--- config.mk ---
export PLATFORM = sky130hd
export DESIGN_NAME = twrp_register_port
export DESIGN_NICKNAME = d
export VERILOG_FILES = /design/src/core/twrp_pkg.sv /design/src/core/twrp_sync.sv /design/src/core/twrp_register_port.sv
export VERILOG_INCLUDE_DIRS = /design/src /design/src/core
export SDC_FILE = /design/constraint.sdc
export NUM_CORES = 1
export LEC_CHECK = 0
export BUFFER_PORTS_ARGS = -buffer_cell sky130_fd_sc_hd__buf_2
export CAP_MARGIN = 0
export CORE_AREA = 10 10 84 86
export CTS_CLUSTER_DIAMETER = 120
export DETAILED_ROUTE_END_ITERATION = 7
export DIE_AREA = 0 0 94 96
export GPL_ROUTABILITY_DRIVEN = 0
export PLACE_DENSITY = 0.91
export SLEW_MARGIN = 10
export SYNTH_ARGS = -nofsm -noshare
export SYNTH_HDL_FRONTEND = slang
export SYNTH_SLANG_ARGS = --single-unit
--- constraint.sdc ---
create_clock -name ref_clk -period 3.36 [get_ports ref_clk]
set_clock_uncertainty 0.1 [all_clocks]
set_input_delay 1.008 -clock ref_clk [delete_from_list [all_inputs] [get_ports ref_clk]]
set_output_delay 1.008 -clock ref_clk [all_outputs]
set_load 0.02 [all_outputs]
--- src/core/twrp_defines.svh ---
// Offsets, field positions, reset values and frame counts of the three-wire register port
`ifndef TWRP_DEFINES_SVH
`define TWRP_DEFINES_SVH

// Frame layout, most significant bit first in every field
`define TWRP_ADDR_BITS 6
`define TWRP_CODE_BITS 2
`define TWRP_DATA_BITS 8
`define TWRP_HEADER_LAST 5'h07
`define TWRP_FRAME_LAST 5'h0f

// Direction codes
`define TWRP_CODE_WRITE 2'h1
`define TWRP_CODE_READ 2'h2

// Register offsets
`define TWRP_OFFS_BATMON_CTRL 6'h11
`define TWRP_OFFS_BATMON_TRIM 6'h12
`define TWRP_OFFS_SUPPLY_ENABLE 6'h16
`define TWRP_OFFS_CHARGER_STATUS 6'h20

// Field positions
`define TWRP_BIT_BATMON_EN 0
`define TWRP_TRIM_MSB 4
`define TWRP_BIT_ADAPTER_PRESENT 0
`define TWRP_BIT_AUDIO 0
`define TWRP_BIT_VIBRATOR 1
`define TWRP_BIT_RECEIVE_ONE 2
`define TWRP_BIT_TRANSMIT 3
`define TWRP_BIT_RECEIVE_TWO 4
`define TWRP_BIT_RADIO_OPTION 5
`define TWRP_BIT_OPTION 6
`define TWRP_BIT_REFERENCE 7

// Reset values and the read value of unmapped offsets
`define TWRP_RST_BATMON_EN 1'h0
`define TWRP_RST_BATMON_TRIM 5'h00
`define TWRP_RST_SUPPLY_ENABLE 8'h00
`define TWRP_UNMAPPED_READ 8'h00

`endif

--- src/core/twrp_pkg.sv ---
// Types shared by the three-wire register port
package twrp_pkg;
  // Frame sequencer states
  typedef enum logic [2:0] {
    ST_IDLE,
    ST_HEADER,
    ST_WRITE,
    ST_READ,
    ST_IGNORE,
    ST_DONE
  } twrp_state_t;
endpackage : twrp_pkg

--- src/core/twrp_sync.sv ---
// Two-flop synchroniser for a group of asynchronous inputs
`timescale 1ns/1ps
module twrp_sync #(
  parameter int WIDTH = 1
) (
  input wire logic ref_clk,
  input wire logic sys_rst,
  input wire logic externalResetN,
  input wire logic [WIDTH-1:0] asyncIn,
  output logic [WIDTH-1:0] syncOut
);
  logic [WIDTH-1:0] stageOne;

  // First stage feeds only the second stage
  always_ff @(posedge ref_clk or negedge externalResetN)
  begin
    if (!externalResetN)
    begin
      stageOne <= '0;
      syncOut <= '0;
    end
    else if (sys_rst)
    begin
      stageOne <= '0;
      syncOut <= '0;
    end
    else
    begin
      stageOne <= asyncIn;
      syncOut <= stageOne;
    end
  end
endmodule : twrp_sync

--- src/core/twrp_register_port.sv ---
// Three-wire serial register port with battery monitor, supply enable and charger status registers
`timescale 1ns/1ps
`include "twrp_defines.svh"
module twrp_register_port (
  input wire logic ref_clk,
  input wire logic sys_rst,
  input wire logic externalResetN,
  input wire logic selectIn,
  input wire logic serialClockIn,
  input wire logic dataIn,
  output logic dataOut,
  output logic dataOe,
  input wire logic adapterDetectIn,
  output logic adapterPresent,
  output logic chargerEvent,
  output logic batteryMonitorEnable,
  output logic [4:0] batteryMonitorTrim,
  output logic audioRegulatorEnable,
  output logic vibratorRegulatorEnable,
  output logic receiveOneRegulatorEnable,
  output logic transmitRegulatorEnable,
  output logic receiveTwoRegulatorEnable,
  output logic radioOptionRegulatorEnable,
  output logic optionRegulatorEnable,
  output logic referenceOutputEnable
);
  twrp_pkg::twrp_state_t state;
  logic selSync;
  logic clkSync;
  logic dataSync;
  logic adapterSync;
  logic clkPrev;
  logic fallEdge;
  logic riseEdge;
  logic [4:0] bitCount;
  logic [7:0] headerShift;
  logic [7:0] writeShift;
  logic [7:0] readShift;
  logic [1:0] next_code;
  logic [5:0] next_addr;
  logic [7:0] next_byte;
  logic writeStrobe;
  logic [5:0] writeAddr;
  logic [7:0] writeData;
  logic [7:0] supplyEnable;

  // Select, serial clock, data and adapter detect pins pass two flops before any logic looks at them
  twrp_sync #(
    .WIDTH(4)
  ) u_pin_sync (
    .ref_clk(ref_clk),
    .sys_rst(sys_rst),
    .externalResetN(externalResetN),
    .asyncIn({selectIn, serialClockIn, dataIn, adapterDetectIn}),
    .syncOut({selSync, clkSync, dataSync, adapterSync})
  );

  // Previous serial clock level for edge finding
  always_ff @(posedge ref_clk or negedge externalResetN)
  begin
    if (!externalResetN)
      clkPrev <= 1'h0;
    else if (sys_rst)
      clkPrev <= 1'h0;
    else
      clkPrev <= clkSync;
  end

  // Edges only count while select is high
  assign fallEdge = selSync & clkPrev & ~clkSync;
  assign riseEdge = selSync & ~clkPrev & clkSync;

  // Header fields after the last header bit arrives; address precedes code
  assign next_addr = headerShift[6:1];
  assign next_code = {headerShift[0], dataSync};
  assign next_byte = {writeShift[6:0], dataSync};

  // Read-back value for a register offset; unmapped offsets read as zero
  function automatic logic [7:0] readValue(input logic [5:0] addr);
    logic [7:0] value;
    value = `TWRP_UNMAPPED_READ;
    unique case (addr)
      `TWRP_OFFS_BATMON_CTRL:
      begin
        value[`TWRP_BIT_BATMON_EN] = batteryMonitorEnable;
      end
      `TWRP_OFFS_BATMON_TRIM:
      begin
        value[`TWRP_TRIM_MSB:0] = batteryMonitorTrim;
      end
      `TWRP_OFFS_SUPPLY_ENABLE:
      begin
        value = supplyEnable;
      end
      `TWRP_OFFS_CHARGER_STATUS:
      begin
        value[`TWRP_BIT_ADAPTER_PRESENT] = adapterPresent;
      end
      default:
      begin
        value = `TWRP_UNMAPPED_READ;
      end
    endcase
    return value;
  endfunction : readValue

  // Frame sequencer; the external reset clears it without the clock
  always_ff @(posedge ref_clk or negedge externalResetN)
  begin
    if (!externalResetN)
    begin
      state <= twrp_pkg::ST_IDLE;
      bitCount <= 5'h00;
      headerShift <= 8'h00;
      writeShift <= 8'h00;
    end
    else if (sys_rst)
    begin
      state <= twrp_pkg::ST_IDLE;
      bitCount <= 5'h00;
      headerShift <= 8'h00;
      writeShift <= 8'h00;
    end
    else if (!selSync)
    begin
      // A partial frame is thrown away; nothing was committed yet
      state <= twrp_pkg::ST_IDLE;
      bitCount <= 5'h00;
    end
    else
    begin
      unique case (state)
        twrp_pkg::ST_IDLE:
        begin
          // Host holds the clock low at select rise, so the next fall is bit one
          state <= twrp_pkg::ST_HEADER;
          bitCount <= 5'h00;
        end
        twrp_pkg::ST_HEADER:
        begin
          if (fallEdge)
          begin
            headerShift <= {headerShift[6:0], dataSync};
            bitCount <= bitCount + 5'h01;
            if (bitCount == `TWRP_HEADER_LAST)
            begin
              if (next_code == `TWRP_CODE_WRITE)
                state <= twrp_pkg::ST_WRITE;
              else if (next_code == `TWRP_CODE_READ)
                state <= twrp_pkg::ST_READ;
              else
                state <= twrp_pkg::ST_IGNORE;
            end
          end
        end
        twrp_pkg::ST_WRITE:
        begin
          if (fallEdge)
          begin
            writeShift <= next_byte;
            bitCount <= bitCount + 5'h01;
            if (bitCount == `TWRP_FRAME_LAST)
              state <= twrp_pkg::ST_DONE;
          end
        end
        twrp_pkg::ST_READ,
        twrp_pkg::ST_IGNORE:
        begin
          if (fallEdge)
          begin
            bitCount <= bitCount + 5'h01;
            if (bitCount == `TWRP_FRAME_LAST)
              state <= twrp_pkg::ST_DONE;
          end
        end
        twrp_pkg::ST_DONE:
        begin
          // Extra clocks are ignored until select drops
          bitCount <= bitCount;
        end
      endcase
    end
  end

  // Write commit happens only on a whole frame with the write code
  always_ff @(posedge ref_clk or negedge externalResetN)
  begin
    if (!externalResetN)
    begin
      writeStrobe <= 1'h0;
      writeAddr <= 6'h00;
      writeData <= 8'h00;
    end
    else if (sys_rst)
    begin
      writeStrobe <= 1'h0;
      writeAddr <= 6'h00;
      writeData <= 8'h00;
    end
    else
    begin
      writeStrobe <= 1'h0;
      if (selSync && fallEdge && state == twrp_pkg::ST_WRITE &&
          bitCount == `TWRP_FRAME_LAST)
      begin
        writeStrobe <= 1'h1;
        writeAddr <= headerShift[7:2];
        writeData <= next_byte;
      end
    end
  end

  // Read data launch on rising edges; the line is driven only in the data phase
  always_ff @(posedge ref_clk or negedge externalResetN)
  begin
    if (!externalResetN)
    begin
      dataOe <= 1'h0;
      dataOut <= 1'h0;
      readShift <= 8'h00;
    end
    else if (sys_rst)
    begin
      dataOe <= 1'h0;
      dataOut <= 1'h0;
      readShift <= 8'h00;
    end
    else if (!selSync)
    begin
      dataOe <= 1'h0;
      dataOut <= 1'h0;
    end
    else if (state == twrp_pkg::ST_HEADER && fallEdge &&
             bitCount == `TWRP_HEADER_LAST)
    begin
      // Snapshot the register at header end so the byte cannot tear mid-read
      readShift <= readValue(next_addr);
    end
    else if (state == twrp_pkg::ST_READ && riseEdge)
    begin
      dataOe <= 1'h1;
      dataOut <= readShift[7];
      readShift <= {readShift[6:0], 1'h0};
    end
    else if (state == twrp_pkg::ST_READ && fallEdge &&
             bitCount == `TWRP_FRAME_LAST)
    begin
      // Release after the host has taken the last bit
      dataOe <= 1'h0;
      dataOut <= 1'h0;
    end
    else if (state != twrp_pkg::ST_READ)
    begin
      dataOe <= 1'h0;
      dataOut <= 1'h0;
    end
  end

  // Battery monitor enable and trim registers
  always_ff @(posedge ref_clk or negedge externalResetN)
  begin
    if (!externalResetN)
    begin
      batteryMonitorEnable <= `TWRP_RST_BATMON_EN;
      batteryMonitorTrim <= `TWRP_RST_BATMON_TRIM;
    end
    else if (sys_rst)
    begin
      batteryMonitorEnable <= `TWRP_RST_BATMON_EN;
      batteryMonitorTrim <= `TWRP_RST_BATMON_TRIM;
    end
    else if (writeStrobe)
    begin
      if (writeAddr == `TWRP_OFFS_BATMON_CTRL)
        batteryMonitorEnable <= writeData[`TWRP_BIT_BATMON_EN];
      if (writeAddr == `TWRP_OFFS_BATMON_TRIM)
        batteryMonitorTrim <= writeData[`TWRP_TRIM_MSB:0];
    end
  end

  // Serially controlled supply enables, all cleared by the external reset
  always_ff @(posedge ref_clk or negedge externalResetN)
  begin
    if (!externalResetN)
      supplyEnable <= `TWRP_RST_SUPPLY_ENABLE;
    else if (sys_rst)
      supplyEnable <= `TWRP_RST_SUPPLY_ENABLE;
    else if (writeStrobe && writeAddr == `TWRP_OFFS_SUPPLY_ENABLE)
      supplyEnable <= writeData;
  end

  // Each enable is a bit of the supply register flop
  assign audioRegulatorEnable = supplyEnable[`TWRP_BIT_AUDIO];
  assign vibratorRegulatorEnable = supplyEnable[`TWRP_BIT_VIBRATOR];
  assign receiveOneRegulatorEnable = supplyEnable[`TWRP_BIT_RECEIVE_ONE];
  assign transmitRegulatorEnable = supplyEnable[`TWRP_BIT_TRANSMIT];
  assign receiveTwoRegulatorEnable = supplyEnable[`TWRP_BIT_RECEIVE_TWO];
  assign radioOptionRegulatorEnable = supplyEnable[`TWRP_BIT_RADIO_OPTION];
  assign optionRegulatorEnable = supplyEnable[`TWRP_BIT_OPTION];
  assign referenceOutputEnable = supplyEnable[`TWRP_BIT_REFERENCE];

  // Adapter-present flag follows the comparator; any change pulses the event
  always_ff @(posedge ref_clk or negedge externalResetN)
  begin
    if (!externalResetN)
    begin
      adapterPresent <= 1'h0;
      chargerEvent <= 1'h0;
    end
    else if (sys_rst)
    begin
      adapterPresent <= 1'h0;
      chargerEvent <= 1'h0;
    end
    else
    begin
      adapterPresent <= adapterSync;
      // Comparator hysteresis is analog, so one pulse per change is enough
      chargerEvent <= adapterSync ^ adapterPresent;
    end
  end
endmodule : twrp_register_port

# --- Yosys cells after proc, flatten, opt, wreduce, memory -nomap -nowiden ---
# Cells that the tools add are included.
op_classes:
  n_addsub: 1
  n_eq_ne: 26
  n_mux: 57
  bitwise: 7
  n_reduce_logical: 30
op_table:
  columns: ["op", "n"]
  rows:
  - ["two-way mux 8 bit", 12]
  - ["== test 6 x 5 -> 1 bit, second input constant", 6]
  - ["two-way mux 5 bit", 6]
  - ["two-way mux 7 bit", 4]
  - ["two-way mux 3 bit", 9]
  - ["!= test 4 bit, second input constant", 5]
  - ["two-way mux 1 bit", 18]
  - ["nonzero test 2 bit", 9]
  - ["two-way mux 6 bit", 2]
  - ["!= test 5 bit, second input constant", 2]
  - ["one-hot mux 5 bit (2 select lines)", 1]
  - ["AND reduction 2 bit", 5]
  - ["logical AND 1 bit", 9]
  - ["one-hot mux 3 bit (3 select lines)", 1]
  - ["two-way mux 4 bit", 2]
  - ["one-hot mux 4 bit (2 select lines)", 1]
  - ["== test 3 x 2 -> 1 bit, second input constant", 2]
  - ["== test 3 bit, second input constant", 2]
  - ["== test 6 bit, second input constant", 1]
  - ["!= test 3 bit, second input constant", 2]
  - ["AND reduction 3 bit", 2]
  - ["adder 5 x 1 -> 5 bit, second input constant", 1]
  - ["== test 5 x 3 -> 1 bit, second input constant", 1]
  - ["== test 5 x 4 -> 1 bit, second input constant", 1]
  - ["13 further kinds", 17]
word_totals:
  ff_bits: 73
  input_bits: 7
  out_inout_bits: 18
  wordCells: 139

# --- Longest topological paths before layout ---
logic_depth:
  word_depth: 9
  ltp_mapped: 7
  depth_no_buf: 7

# --- Hierarchy ---
# From an unflattened synthesis, not the netlist that was laid out.
unflattened:
  hier_cells: 290
  area_unflattened_um2: 3408.3
modules_own_cells:
  columns: ["module", "instances", "cells_each", "area_each_um2", "seq_area_each_um2"]
  rows:
  - ["twrp_register_port", 1, 274, 3158.0, 1626.6]
  - ["twrp_sync", 1, 16, 250.2, 200.2]

# --- Worst setup path after synthesis ---
# OpenSTA, ideal clock, no wires.
synth_path:
  path_type: "input -> register"
  from: "input sys_rst"
  to: "register readShift[2]"
  setup_ps: 126
  arrival_time_ps: 1931
  required_time_ps: 3134
  slack_ps: 1203
  cell_stages: 6
  path_buffers: 2
  cell_sequence: "clkbuf_1 nor2b_1 buf_2 nand3b_1 nor3b_1 a221o_1"
synth_between:
  elab_chain_len: 2
  elab_cells_between_ends: 4
  cone_classes: "1 x mux; 3 x reduce/logical"
synth_lines:
  columns: ["item", "line", "rtl"]
  rows:
  - ["start: declaration", "twrp_register_port.sv:6", "input wire logic sys_rst,"]
  - ["nonzero test 3 bit (no line) / nonzero test 2 bit (equally long branches)", null, null]
  - ["AND reduction 2 bit (no line)", null, null]
  - ["end signal: assignment", "twrp_register_port.sv:237", "readShift <= readValue(next_addr);"]
  - ["end signal: assignment", "twrp_register_port.sv:243", "readShift <= {readShift[6:0], 1'h0};"]
  - ["end: declaration", "twrp_register_port.sv:38", "logic [7:0] readShift;"]
# Parallel ways exist; a longest one is shown, timed or not.
# A chain may end at the register's enable or synchronous reset.

# --- Worst setup path after layout ---
layout_path:
  from: "register bitCount[0]"
  to: "register writeData[1]"
layout_between:
  elab_chain_len: 3
layout_lines:
  columns: ["item", "line", "rtl"]
  rows:
  - ["start: declaration", "twrp_register_port.sv:35", "logic [4:0] bitCount;"]
  - ["start signal: assignment", "twrp_register_port.sv:144", "bitCount <= bitCount + 5'h01;"]
  - ["start signal: assignment", "twrp_register_port.sv:161", "bitCount <= bitCount + 5'h01;"]
  - ["start signal: assignment", "twrp_register_port.sv:171", "bitCount <= bitCount + 5'h01;"]
  - ["== test 5 x 4 -> 1 bit (no line)", null, null]
  - ["logical AND 1 bit (no line)", null, null]
  - ["nonzero test 2 bit (no line)", null, null]
  - ["end signal: assignment", "twrp_register_port.sv:208", "writeData <= next_byte;"]
  - ["end: declaration", "twrp_register_port.sv:44", "logic [7:0] writeData;"]
# No other way between the ends.

==> flow_metrics.env <==
export IMPL_worst_r2r_setup_slack_ps=1240
export IMPL_cp_end_kind="flip-flop"
export IMPL_antenna_found_initial=0
export IMPL_grt_total_usage_pct=16.1
export IMPL_worst_pin_slew_ps=897
export IMPL_rsz0062_at_grt="false"
export IMPL_avgRoutedWirePerCell_um=17.3
export IMPL_grt_pass1_vias=2339
export IMPL_grt_pass1_wl_um=11400
export IMPL_criticalPathCategory="reg -> reg"
export IMPL_crit_path_frequent_cell="ha_1"
export IMPL_crit_fanout=15
export IMPL_syn_area_um2=3350
export IMPL_post_route_min_period_ps=2120
export IMPL_cp_num_buf_inv=0
export IMPL_clk_latency_ps=350
export IMPL_drcViolationCount=0
export IMPL_netlist_instances=290
export IMPL_power_leakage_nw=1.84
export IMPL_die_x_um=94
export IMPL_path_clk_slew_ps=70
export IMPL_area_delta_synth_final_pct=10.0
export IMPL_ir_worst_vdd_mv=0.305
export IMPL_rows=27
export IMPL_grt_max_degree=74
export IMPL_cts_tree="done"
export IMPL_hold_violations=0
export IMPL_grt_util_met1_pct=20.2
export IMPL_fin_tns_setup_ps=0
export IMPL_yosys_warnings=0
export IMPL_powerDensity_nw_per_um2=437
export IMPL_critPathLaunchType="flip-flop"
export IMPL_gr_total_overflow=0
export IMPL_synthTopCellsByArea="dfrtp_1 (55%), mux2i_1 (15%), nor2_1 (5.4%)"
export IMPL_relSlewSlack_pct=40.2
export IMPL_setup_violations=0
export IMPL_async_flop_share_pct=100
export IMPL_nets=321
export IMPL_dieArea_um2=9020
export IMPL_synth_seq_cells=73
export IMPL_numCtsBuffers=9
export IMPL_timing_hold_ws_ps=376
export IMPL_hp_class="reg -> reg"
export IMPL_cp_cell_sequence="ha_1 > and3_1 > ha_1 > nand3_2 > mux2i_1 > nor2_1"
export IMPL_h_tree_depth=3
export IMPL_critPathSlowestCell="nand3_2"
export IMPL_ant_nets=0
export IMPL_max_freq_ghz=0.472
export IMPL_dp_hpwl_um=4550
export IMPL_outcome="finished clean"
export IMPL_yosysSeqAreaShare_pct=54.5
export IMPL_initial_core_util_pct=62.0
export IMPL_synthTopCellsByCount="dfrtp_1 (73), mux2i_1 (51), nor2_1 (48)"
export IMPL_cts_resized_gates=0
export IMPL_yosysUniqueCellTypes=45
export IMPL_synth_edf_count=0
export IMPL_crit_required_ps=3480
export IMPL_globalRouteMet2Util_pct=24.7
export IMPL_io_pins=25
export IMPL_synth_top_cell_area_share_pct=54.5
export IMPL_synth_area_leader_cell="dfrtp_1"
export IMPL_cts_path_max_buffers=2
export IMPL_holdBufCountCts=0
export IMPL_n_antenna_cell=0
export IMPL_final_period_utilization_pct=63.1
export IMPL_finalPower_mw=1.61
export IMPL_syn_nets=300
export IMPL_max_cap_viol_count=0
export IMPL_postSynthAreaPerCell_um2=11.5
export IMPL_finalWirelength_um=6720
export IMPL_synth_top_flop_cell="dfrtp_1"
export IMPL_clock_sinks=73
export IMPL_critPathMaxStageDelay_ps=480
export IMPL_numPortBuffers=24
export IMPL_grt_busiest_layer="met2"
export IMPL_grtUsageMet3_pct=5.68
export IMPL_final_max_slew_viol_count=0
export IMPL_cp_top_family="simple AND/OR/NAND/NOR gates"
export IMPL_arrival_ps=2240
export IMPL_cts_root_buf="clkbuf_8"
export IMPL_drt_iter0_drc=216
export IMPL_first_pass_iters=4
export IMPL_die_h_um=96
export IMPL_viasPerCell=5.94
export IMPL_core_um2=5410
export IMPL_drive_above_1_share_pct=16.1
export IMPL_dr_total_vias=2303
export IMPL_synth_most_common_cell="dfrtp_1"
export IMPL_cts_setup_buffers=0
## report_power, final
part	total, mW	switching, mW	internal [mW]
clock network	0.676	0.330	0.345
registers	0.888	0.00448	0.884
logic	0.0456	0.0344	0.0112
## cell families (layout without fill, tap and decap cells)
family | count (synthesis) | count (layout) | synth area share, %
flip-flops | 73 | 73 | 54.5
multiplexers | 51 | 51 | 15.2
adder cells (fa/ha/maj) | 4 | 4 | 1.42
AND/OR/NAND/NOR | 109 | 109 | 18.3
AO/OA/AOI/OAI | 30 | 30 | 6.91
XOR/XNOR | 1 | 1 | 0.262
buffers and inverters | 22 | 48 | 3.32
## registers in the layout (all words and copies together) (netlist names), 3 cells and up
register	cells
headerShift	8
u_pin_sync.stageOne	4
batteryMonitorTrim	5
writeShift	7
writeAddr	6
readShift	8
writeData	8
supplyEnable	8
bitCount	5
u_pin_sync.syncOut	4
state	3
## per-stage QoR
step / setup WS [ps] / instances / instance area (µm²) / util, %
after floorplan: 1200 / 290 / 3350 / -
after detailed placement: 937 / 372 / 3490 / 64.6
final: 1240 / 388 / 3690 / 68.2
after CTS: 1250 / 388 / 3690 / 68.2
after global routing: 1110 / 388 / 3690 / 68.2
after global placement: 993 / 372 / 3490 / 64.6
## path summary, 6_finish.rpt
path,start,to,cells after the start
worst max-delay path,bitCount[0]$_DFFE_PN0P_,writeData[1]$_DFFE_PN0P_,6
worst min-delay path,u_pin_sync.stageOne[2]$_DFF_PN0_,u_pin_sync.syncOut[2]$_DFF_PN0_,1
max in group asynchronous,externalResetN,state[1]$_DFFE_PN0P_,2
worst max register to register,bitCount[0]$_DFFE_PN0P_,writeData[1]$_DFFE_PN0P_,6
min in group asynchronous,externalResetN,bitCount[1]$_DFFE_PN0P_,2
worst min register to register,u_pin_sync.stageOne[2]$_DFF_PN0_,u_pin_sync.syncOut[2]$_DFF_PN0_,1
## cells in the final DEF (no fill, tap or decap), types with 6 or more instances in the layout
| master | Yosys | routed |
|---|---|---|
| dfrtp_1 | 73 | 73 |
| mux2i_1 | 51 | 51 |
| nor2_1 | 48 | 48 |
| buf_2 | 5 | 24 |
| nor2b_1 | 13 | 13 |
| clkbuf_8 | 0 | 9 |
| nand3_1 | 7 | 7 |
| nand2_1 | 6 | 6 |
## routing by layer
| metal | wire length [µm] | vias up |
|---|---|---|
| met5 | 0 | - |
| met1 | 2950 | 1155 |
| met3 | 386 | 12 |
| li1 | - | 1079 |
| met2 | 3260 | 57 |
| met4 | 120 | 0 |
## final cells by class
cell class              count  area [µm²]
clock buffers              10         128
clock inverters             6        68.8
fillers                   394        1720
inverters                   5        18.8
multi-input cells         195        1410
flip-flops and latches     73        1830
well taps                  72        90.1
repair buffers             27         143
Power figures use the tool's default switching activity.
